**src/verilog/crc_calc_pkg.sv**
```systemverilog
// Constants, register map and carrier types of the check engine
package crc_calc_pkg;

  // ==========================================================================
  // Widths
  localparam int unsigned ADDR_W = 4;
  localparam int unsigned DATA_W = 8;
  localparam int unsigned WORD_W = 16;
  localparam int unsigned LEN_W  = 4;
  localparam int unsigned CNT_W  = 5;

  // ==========================================================================
  // Register offsets
  localparam logic [ADDR_W-1:0] OFS_CTRL0    = 4'h0;
  localparam logic [ADDR_W-1:0] OFS_CTRL1    = 4'h1;
  localparam logic [ADDR_W-1:0] OFS_DATA_LO  = 4'h2;
  localparam logic [ADDR_W-1:0] OFS_DATA_HI  = 4'h3;
  localparam logic [ADDR_W-1:0] OFS_ACC_LO   = 4'h4;
  localparam logic [ADDR_W-1:0] OFS_ACC_HI   = 4'h5;
  localparam logic [ADDR_W-1:0] OFS_POLY_LO  = 4'h6;
  localparam logic [ADDR_W-1:0] OFS_POLY_HI  = 4'h7;
  localparam logic [ADDR_W-1:0] OFS_STATUS   = 4'h8;
  localparam logic [ADDR_W-1:0] OFS_MASK     = 4'h9;
  localparam logic [ADDR_W-1:0] OFS_SHIFT_LO = 4'ha;
  localparam logic [ADDR_W-1:0] OFS_SHIFT_HI = 4'hb;

  // ==========================================================================
  // Field positions of the first control register, and the done bit of status and mask
  localparam int unsigned CTRL0_ENABLE_BIT = 7;
  localparam int unsigned CTRL0_BUSY_BIT   = 5;
  localparam int unsigned CTRL0_AUG_BIT    = 4;
  localparam int unsigned CTRL0_SRC_BIT    = 2;
  localparam int unsigned CTRL0_ORDER_BIT  = 1;
  localparam int unsigned DONE_BIT         = 0;

  // ==========================================================================
  // Reset values
  localparam logic [WORD_W-1:0] WORD_RST  = 16'h0000;
  localparam logic [DATA_W-1:0] BYTE_ZERO = 8'h00;
  localparam logic [LEN_W-1:0]  LEN_RST   = 4'hf;
  localparam logic [CNT_W-1:0]  CNT_ZERO  = 5'h00;
  localparam logic [CNT_W-1:0]  CNT_ONE   = 5'h01;

  // ==========================================================================
  // Carrier types
  typedef struct packed {
    logic enable;
    logic augment;
    logic src_scan;
    logic order_lsb;
  } ctrl_t;

  typedef struct packed {
    logic [LEN_W-1:0] poly_len;
    logic [LEN_W-1:0] data_len;
  } len_t;

  typedef enum logic [1:0] {
    ST_IDLE,
    ST_DATA,
    ST_AUG
  } eng_state_t;

  // ==========================================================================
  // Mask of bits len down to 0
  function automatic logic [WORD_W-1:0] len_mask(input logic [LEN_W-1:0] len);
    logic [WORD_W-1:0] m;
    m = WORD_RST;
    for (int i = 0; i < WORD_W; i++)
    begin
      m[i] = (i <= int'(len));
    end
    return m;
  endfunction : len_mask

  // Count of bits for a length field, one more than the field
  function automatic logic [CNT_W-1:0] len_count(input logic [LEN_W-1:0] len);
    return {1'b0, len} + CNT_ONE;
  endfunction : len_count

endpackage : crc_calc_pkg

```
**src/verilog/crc_lfsr_step.sv**
```systemverilog
// One bit step of the programmable feedback shift register
`timescale 1ns/1ps
`default_nettype none

module crc_lfsr_step
  import crc_calc_pkg::*;
(
  input  wire logic [crc_calc_pkg::WORD_W-1:0] acc,
  input  wire logic [crc_calc_pkg::WORD_W-1:0] poly,
  input  wire logic [crc_calc_pkg::LEN_W-1:0]  poly_len,
  input  wire logic                            bit_in,
  output logic      [crc_calc_pkg::WORD_W-1:0] acc_next
);

  // ==========================================================================
  // Feedback taken at the top of the programmed length
  logic                feedback;
  logic [WORD_W-1:0]   shifted;

  always_comb
  begin
    feedback = acc[poly_len] ^ bit_in;
    shifted  = {acc[WORD_W-2:0], 1'b0};
    if (feedback)
    begin
      shifted = shifted ^ poly;
    end
    // Bits above the length stay zero so readback is clean
    acc_next = shifted & len_mask(poly_len);
  end

endmodule : crc_lfsr_step

`default_nettype wire

```
**src/verilog/crc_done_irq.sv**
```systemverilog
// Sticky completion flag, its mask and the level interrupt
`timescale 1ns/1ps
`default_nettype none

module crc_done_irq
  import crc_calc_pkg::*;
(
  input  wire logic clk,
  input  wire logic rstn,
  input  wire logic done_event,
  input  wire logic flag_clear,
  input  wire logic mask_we,
  input  wire logic mask_wdata,
  output logic      flag_q,
  output logic      mask_q,
  output logic      irq_q
);

  // ==========================================================================
  // Set beats clear so a finish during the status read is kept
  always_ff @(posedge clk or negedge rstn)
  begin
    if (!rstn)
      flag_q <= 1'b0;
    else if (done_event)
      flag_q <= 1'b1;
    else if (flag_clear)
      flag_q <= 1'b0;
  end

  // Enable bit of the completion interrupt
  always_ff @(posedge clk or negedge rstn)
  begin
    if (!rstn)
      mask_q <= 1'b0;
    else if (mask_we)
      mask_q <= mask_wdata;
  end

  // Registered level, one cycle behind flag and mask
  always_ff @(posedge clk or negedge rstn)
  begin
    if (!rstn)
      irq_q <= 1'b0;
    else
      irq_q <= flag_q & mask_q;
  end

endmodule : crc_done_irq

`default_nettype wire

```
**src/verilog/crc_calc_engine.sv**
```systemverilog
// Programmable check engine: registers, staging shifter and accumulator
//
// Behaviour
// - Words come from software data writes or from the memory scanner port.
// - Length field picks 1 to 16 used bits; higher data bits ignored.
// - Each word goes to a staging shifter, then bitwise into the accumulator.
// - Order bit clear: bit at the length position enters first.
// - Order bit set: bit zero enters first, reversed order.
// - With software as the source, a write to the low data byte latches the word and starts it.
// - The finished check value is read back from the accumulator bytes.
// - Augment bit set: polynomial-length zero bits follow the data.
// - Augment bit clear: shifting ends with the last data bit.
// - A fall of busy is the completion event.
// - Every busy fall sets the done flag, enable or not.
// - The done flag stays set until software clears it.
// - Interrupt is raised only when flag and enable are both set.
`timescale 1ns/1ps
`default_nettype none

module crc_calc_engine
  import crc_calc_pkg::*;
(
  input  wire logic                            clk,
  input  wire logic                            rstn,
  input  wire logic [crc_calc_pkg::ADDR_W-1:0] addr,
  input  wire logic [crc_calc_pkg::DATA_W-1:0] wdata,
  input  wire logic                            wr_en,
  input  wire logic                            rd_en,
  output logic      [crc_calc_pkg::DATA_W-1:0] rdata_q,
  input  wire logic                            scan_valid,
  input  wire logic [crc_calc_pkg::WORD_W-1:0] scan_data,
  output logic                                 scan_ready_q,
  output logic                                 busy_q,
  output logic                                 irq_q
);

  // ==========================================================================
  // Declarations
  ctrl_t              ctrl_q;
  len_t               len_q;
  eng_state_t         state_q;
  logic [WORD_W-1:0]  data_q;
  logic [WORD_W-1:0]  acc_q;
  logic [WORD_W-1:0]  poly_q;
  logic [WORD_W-1:0]  shift_q;
  logic [CNT_W-1:0]   bit_cnt_q;
  logic [CNT_W-1:0]   zero_cnt_q;
  logic               busy_d;
  logic               busy_prev_q;
  logic               done_event;
  logic               sw_latch;
  logic               scan_take;
  logic               word_start;
  logic [WORD_W-1:0]  word_in;
  logic               bit_in;
  logic               stepping;
  logic [WORD_W-1:0]  acc_next;
  logic               flag_q;
  logic               mask_q;
  logic               status_rd;

  // ==========================================================================
  // Register decode
  function automatic logic hit(input logic [ADDR_W-1:0] a, input logic [ADDR_W-1:0] ofs);
    return a == ofs;
  endfunction : hit

  // Software words only when the scanner is not the selected source
  assign sw_latch  = wr_en & hit(addr, OFS_DATA_LO) & ctrl_q.enable
                     & ~ctrl_q.src_scan;
  assign scan_take = scan_valid & scan_ready_q;
  assign word_start = sw_latch | scan_take;
  assign status_rd = rd_en & hit(addr, OFS_STATUS);

  // Word seen by the shifter: scanner word, or for software words the held high byte with the written low byte
  always_comb
  begin
    if (scan_take)
      word_in = scan_data;
    else
      word_in = {data_q[WORD_W-1:DATA_W], wdata};
  end

  // ==========================================================================
  // Control registers
  always_ff @(posedge clk or negedge rstn)
  begin
    if (!rstn)
    begin
      ctrl_q <= '0;
      len_q  <= '{poly_len: LEN_RST, data_len: LEN_RST};
    end
    else if (wr_en && hit(addr, OFS_CTRL0))
    begin
      ctrl_q.enable    <= wdata[CTRL0_ENABLE_BIT];
      ctrl_q.augment   <= wdata[CTRL0_AUG_BIT];
      ctrl_q.src_scan  <= wdata[CTRL0_SRC_BIT];
      ctrl_q.order_lsb <= wdata[CTRL0_ORDER_BIT];
    end
    else if (wr_en && hit(addr, OFS_CTRL1))
    begin
      len_q <= wdata;
    end
  end

  // Data and polynomial holding registers
  always_ff @(posedge clk or negedge rstn)
  begin
    if (!rstn)
    begin
      data_q <= WORD_RST;
      poly_q <= WORD_RST;
    end
    else if (wr_en)
    begin
      if (hit(addr, OFS_DATA_LO))
        data_q[DATA_W-1:0] <= wdata;
      if (hit(addr, OFS_DATA_HI))
        data_q[WORD_W-1:DATA_W] <= wdata;
      if (hit(addr, OFS_POLY_LO))
        poly_q[DATA_W-1:0] <= wdata;
      if (hit(addr, OFS_POLY_HI))
        poly_q[WORD_W-1:DATA_W] <= wdata;
    end
  end

  // ==========================================================================
  // Sequencer: data bits, then optional zero bits
  always_ff @(posedge clk or negedge rstn)
  begin
    if (!rstn)
    begin
      state_q    <= ST_IDLE;
      bit_cnt_q  <= CNT_ZERO;
      zero_cnt_q <= CNT_ZERO;
    end
    else
    begin
      unique case (state_q)
        ST_IDLE:
        begin
          if (word_start)
          begin
            state_q    <= ST_DATA;
            bit_cnt_q  <= len_count(len_q.data_len);
            zero_cnt_q <= ctrl_q.augment ? len_count(len_q.poly_len)
                                         : CNT_ZERO;
          end
        end
        ST_DATA:
        begin
          bit_cnt_q <= bit_cnt_q - CNT_ONE;
          if (bit_cnt_q == CNT_ONE)
          begin
            if (zero_cnt_q != CNT_ZERO)
              state_q <= ST_AUG;
            else
              state_q <= ST_IDLE;
          end
        end
        ST_AUG:
        begin
          zero_cnt_q <= zero_cnt_q - CNT_ONE;
          if (zero_cnt_q == CNT_ONE)
            state_q <= ST_IDLE;
        end
      endcase
    end
  end

  // ==========================================================================
  // Staging shifter; masking drops data bits above the length
  always_ff @(posedge clk or negedge rstn)
  begin
    if (!rstn)
      shift_q <= WORD_RST;
    else if (state_q == ST_IDLE && word_start)
      shift_q <= word_in & len_mask(len_q.data_len);
    else if (state_q == ST_DATA && ctrl_q.order_lsb)
      shift_q <= {1'b0, shift_q[WORD_W-1:1]};
    else if (state_q == ST_DATA)
      shift_q <= {shift_q[WORD_W-2:0], 1'b0};
  end

  // Bit offered to the accumulator this cycle
  always_comb
  begin
    stepping = (state_q == ST_DATA) || (state_q == ST_AUG);
    if (state_q == ST_AUG)
      bit_in = 1'b0;
    else if (ctrl_q.order_lsb)
      bit_in = shift_q[0];
    else
      bit_in = shift_q[len_q.data_len];
  end

  crc_lfsr_step u_step (
    .acc      (acc_q),
    .poly     (poly_q),
    .poly_len (len_q.poly_len),
    .bit_in   (bit_in),
    .acc_next (acc_next)
  );

  // ==========================================================================
  // Accumulator: seed writes win over a step in the same cycle
  always_ff @(posedge clk or negedge rstn)
  begin
    if (!rstn)
      acc_q <= WORD_RST;
    else if (wr_en && hit(addr, OFS_ACC_LO))
      acc_q[DATA_W-1:0] <= wdata;
    else if (wr_en && hit(addr, OFS_ACC_HI))
      acc_q[WORD_W-1:DATA_W] <= wdata;
    else if (stepping)
      acc_q <= acc_next;
  end

  // ==========================================================================
  // Busy and its falling edge
  always_comb
  begin
    unique case (state_q)
      ST_IDLE: busy_d = word_start;
      ST_DATA: busy_d = (bit_cnt_q != CNT_ONE) || (zero_cnt_q != CNT_ZERO);
      ST_AUG:  busy_d = zero_cnt_q != CNT_ONE;
    endcase
  end

  always_ff @(posedge clk or negedge rstn)
  begin
    if (!rstn)
    begin
      busy_q      <= 1'b0;
      busy_prev_q <= 1'b0;
    end
    else
    begin
      busy_q      <= busy_d;
      busy_prev_q <= busy_q;
    end
  end

  assign done_event = busy_prev_q & ~busy_q;

  // Ready only when idle, scanner selected and nothing starting
  always_ff @(posedge clk or negedge rstn)
  begin
    if (!rstn)
      scan_ready_q <= 1'b0;
    else
      scan_ready_q <= ctrl_q.enable & ctrl_q.src_scan & ~busy_d
                      & ~(wr_en & hit(addr, OFS_CTRL0));
  end

  crc_done_irq u_irq (
    .clk        (clk),
    .rstn       (rstn),
    .done_event (done_event),
    .flag_clear (status_rd),
    .mask_we    (wr_en & hit(addr, OFS_MASK)),
    .mask_wdata (wdata[DONE_BIT]),
    .flag_q     (flag_q),
    .mask_q     (mask_q),
    .irq_q      (irq_q)
  );

  // ==========================================================================
  // Read port: data only in the cycle after the strobe, zero otherwise
  always_ff @(posedge clk or negedge rstn)
  begin
    if (!rstn)
      rdata_q <= BYTE_ZERO;
    else if (!rd_en)
      rdata_q <= BYTE_ZERO;
    else
    begin
      rdata_q <= BYTE_ZERO;
      unique case (addr)
        OFS_CTRL0:
        begin
          rdata_q[CTRL0_ENABLE_BIT] <= ctrl_q.enable;
          rdata_q[CTRL0_BUSY_BIT]   <= busy_q;
          rdata_q[CTRL0_AUG_BIT]    <= ctrl_q.augment;
          rdata_q[CTRL0_SRC_BIT]    <= ctrl_q.src_scan;
          rdata_q[CTRL0_ORDER_BIT]  <= ctrl_q.order_lsb;
        end
        OFS_CTRL1:    rdata_q <= len_q;
        OFS_DATA_LO:  rdata_q <= data_q[DATA_W-1:0];
        OFS_DATA_HI:  rdata_q <= data_q[WORD_W-1:DATA_W];
        OFS_ACC_LO:   rdata_q <= acc_q[DATA_W-1:0];
        OFS_ACC_HI:   rdata_q <= acc_q[WORD_W-1:DATA_W];
        OFS_POLY_LO:  rdata_q <= poly_q[DATA_W-1:0];
        OFS_POLY_HI:  rdata_q <= poly_q[WORD_W-1:DATA_W];
        OFS_STATUS:   rdata_q[DONE_BIT] <= flag_q;
        OFS_MASK:     rdata_q[DONE_BIT] <= mask_q;
        OFS_SHIFT_LO: rdata_q <= shift_q[DATA_W-1:0];
        OFS_SHIFT_HI: rdata_q <= shift_q[WORD_W-1:DATA_W];
        default:      rdata_q <= BYTE_ZERO;
      endcase
    end
  end

endmodule : crc_calc_engine

`default_nettype wire

```
**config.mk**
```make
export PLATFORM = sky130hd
export DESIGN_NAME = crc_calc_engine
export DESIGN_NICKNAME = d
export VERILOG_FILES = /design/src/verilog/crc_calc_pkg.sv /design/src/verilog/crc_lfsr_step.sv /design/src/verilog/crc_done_irq.sv /design/src/verilog/crc_calc_engine.sv
export SDC_FILE = /design/constraint.sdc
export NUM_CORES = 1
export LEC_CHECK = 0
export BUFFER_PORTS_ARGS = -buffer_cell sky130_fd_sc_hd__buf_2
export CORE_UTILIZATION = 66
export DETAILED_ROUTE_END_ITERATION = 12
export MAX_ROUTING_LAYER = met4
export PLACE_DENSITY = 0.86
export SYNTH_ARGS = -nofsm -noshare
export SYNTH_HDL_FRONTEND = slang
export SYNTH_SLANG_ARGS = --single-unit
```
**constraint.sdc**
```tcl
create_clock -name clk -period 4.02 [get_ports clk]
set_input_delay 0.201 -clock clk [delete_from_list [all_inputs] [get_ports clk]]
set_output_delay 0.201 -clock clk [all_outputs]
set_load 0.02 [all_outputs]
```
==> flow_summary.ini <==
[worst_setup_path]
end_kind = flop
cpLargestDelayFamily = simple AND/OR/NAND/NOR gates
endpoint = acc_q[4]
worst_ep_arrival_time_ns = 3.38
reg2reg_from = len_q[0]
reg2reg_slack_ns = 0.89
critPathMaxStageDelay_ns = 0.71
worstSetupStartpoint = len_q[0]
critical_path_class = reg -> reg
path_buf_inv = 0
crit_cells = 7
crit_path_max_fanout = 13
crit_slowest_cell = dfstp_2
path_cells = mux4_1 > a22oi_1 > a41oi_1 > nand3b_1 > and2_4 > mux2i_1 > or3_1
timing.rr.end = acc_q[4]
worst-r2r-cell-count = 7
required_ns = 4.27
worst_setup_path_start_kind = flop

[detailed_routing]
wl_mm = 18.4
via_count = 5828
first_pass_iters = 5
drc = 0
wl_per_cell_microns = 21.7
ant_nets = 0
detail_route.vias_per_cell = 6.87
drt_iter0_drc = 724

[timing]
hold_viol = 0
maxSlewViolCount = 0
period_share_pct = 77.9
setup_tns_ns = 0
fmaxAchievable_mhz = 319
relSlewSlack_pct = 26.5
whs_ns = 0.117
skew_ns = 0.0127
fin_crit_ns = 3.13
tightestPinTransition_ns = 1.09
finalSetupViolations = 0
rsz0062_at_grt = no

[cts]
ctsHtreeMaxLevel = 3
cts.sinks = 102
cts_root_buf = clkbuf_8
post_cts_buffers = 0
clk_latency_ns = 0.37
ctsLongestPathBuffers = 2
path_clk_slew_ns = 0.09
cts_buffers = 9
cts_tree = yes
ctsResizeCount = 0
cts_hold_buf = 1

[flow_run]
maxCapViolations = 0

[cells_and_area]
area_growth_pct = 6.93
nets = 762
fillCellCount = 699
num_antenna_cells = 0
drive_gt1_share_pct = 18.2

[synthesis]
avgSynthCellArea_sq_um = 9.24
synth_edf_count = 0
syn_nets = 750
syn_inst = 702
netlist_top_cells_count = 94 x dfrtp_1, 89 x nand2_1, 55 x o21ai_0, 49 x nor2_1, 47 x mux2_2
synthesis.area_sq_um = 6480
synthArstFlopShare_pct = 100
synth_area_leaders = dfrtp_1 36%, mux2_2 8.2%, mux2i_1 5.7%
yosysUniqueCellTypes = 60
yosysWarnings = 0
synth_top_area_share_pct = 36.3
seq_area_frac_synth_pct = 39.5
yosys.area.top_type = dfrtp_1
ys_seq_elements = 102
synthFlopType = dfrtp_1
synth.most_common_cell = dfrtp_1

[floorplanning]
io_pins = 44
core_region_area_sq_um = 9370
die_w_microns = 101
die_h_microns = 101
dieArea_sq_um = 10200
fp-row-count = 35
initial_utilization_pct = 69.2

[power]
total_power_mw = 4.62
p_seq_share_pct = 40.3
clkPwrFrac_pct = 16.8
ir_worst_vdd_mv = 0.426
p_leak_nw = 3.08
switching_share_pct = 42.6
p_per_area_nw_per_um2 = 667
combPwrFrac_pct = 42.9
p_int_mw = 2.66
power.switching_mw = 1.97

[global_route]
grt_pass1_wl_mm = 29.2
groute.usage.overall_pct = 39.5
antenna_found_initial = 0
grt_overflow = 0
grt_pass1_vias = 5323
grt_max_degree = 61

[worst_hold_path]
min_path_type = in -> reg
hold_start = rd_en

[placement]
place.gp.congestion = 1.06
hpwl_mm = 13.0
io_buffers = 43

[run_status]
status = finished, final reports clean
-- layer usage --
metal | vias to the layer above | global-route usage (%) | share of wire (%)
met4 | 0 | 15.4 | 3.4
li1 | 2565 | - | -
met3 | 59 | 8.46 | 13
met2 | 411 | 56.1 | 44
met1 | 2793 | 55.2 | 40
met5 | - | - | 0
-- per-stage QoR --
step / utilization [%] / setup WS [ns] / area [sq um] / std cells
4_1_cts: 74.0 / 0.932 / 6930 / 848
3_5_place_dp: 71.3 / 0.940 / 6680 / 831
2_1_floorplan: - / 1.67 / 6480 / 702
3_3_place_gp: 71.3 / 1.00 / 6680 / 831
5_1_grt: 74.0 / 0.795 / 6930 / 848
6_report: 74.0 / 0.888 / 6930 / 848
-- worst min-delay path by stage --
stage | end | slack [ns] | cells after the start
after floorplan | acc_q[0] | -0.09 | 0
after global placement | bit_cnt_q[2] | 0.32 | 1
after detailed placement | bit_cnt_q[2] | 0.33 | 1
after CTS | rdata_q[6] | 0.11 | 3
after global routing | shift_q[6] | 0.14 | 3
final | rdata_q[6] | 0.12 | 3
-- area by class of cell --
class	instances	area [sq um]	share of cell area, %
tap	129	161	2.33
multi-input combinational	528	3610	52.1
clock buffer	12	145	2.09
sequential	102	2560	37.0
timing repair buffer	49	265	3.83
inverter	24	90.1	1.30
clock inverter	4	95.1	1.37
-- sequential cells by signal (all words and copies together) (netlist names), 2 cells and up --
signal,cells
acc_q,16
bit_cnt_q,5
ctrl_q,4
data_q,16
len_q,8
poly_q,16
rdata_q,8
shift_q,16
state_q,2
zero_cnt_q,5
-- power by group through the flow --
stage	combinational [mW]	clock, mW	sequential, mW
after floorplan	1.62	0	1.62
after global placement	1.87	0	1.83
after detailed placement	1.94	0	1.85
after CTS	1.96	0.780	1.83
after global routing	2.19	0.816	1.89
final	1.98	0.778	1.86
-- worst min-delay path: stages --
cell	delay [ns]
buf_2	0.12
nand2_1	0.07
a21oi_1	0.05
-- cell families (layout without fill, tap and decap cells) --
group                    Yosys count  in the layout  synth area share (%)
adder cells (fa/ha/maj)           15             15                  2.89
multiplexers                      91             91                  16.4
AO/OA/AOI/OAI                    182            182                  18.3
flip-flops                       102            102                  39.5
buffers and inverters             72             89                  4.75
XOR/XNOR                          15             15                  2.03
AND/OR/NAND/NOR                  225            225                  16.1
-- placed cells by master (no fill, tap or decap), types with 7 or more instances in the layout --
cell type	n
dfrtp_1	94
nand2_1	89
o21ai_0	55
nor2_1	49
mux2_2	47
buf_2	42
mux2i_1	37
a21oi_1	35
nand3_1	31
inv_1	24
o211ai_1	19
ha_1	15
xor2_1	10
clkbuf_8	10
nand3b_1	9
a221oi_1	8
nor3_1	8
o22ai_1	8
dfstp_2	8
a31oi_1	7
Power figures use the tool's default switching activity.
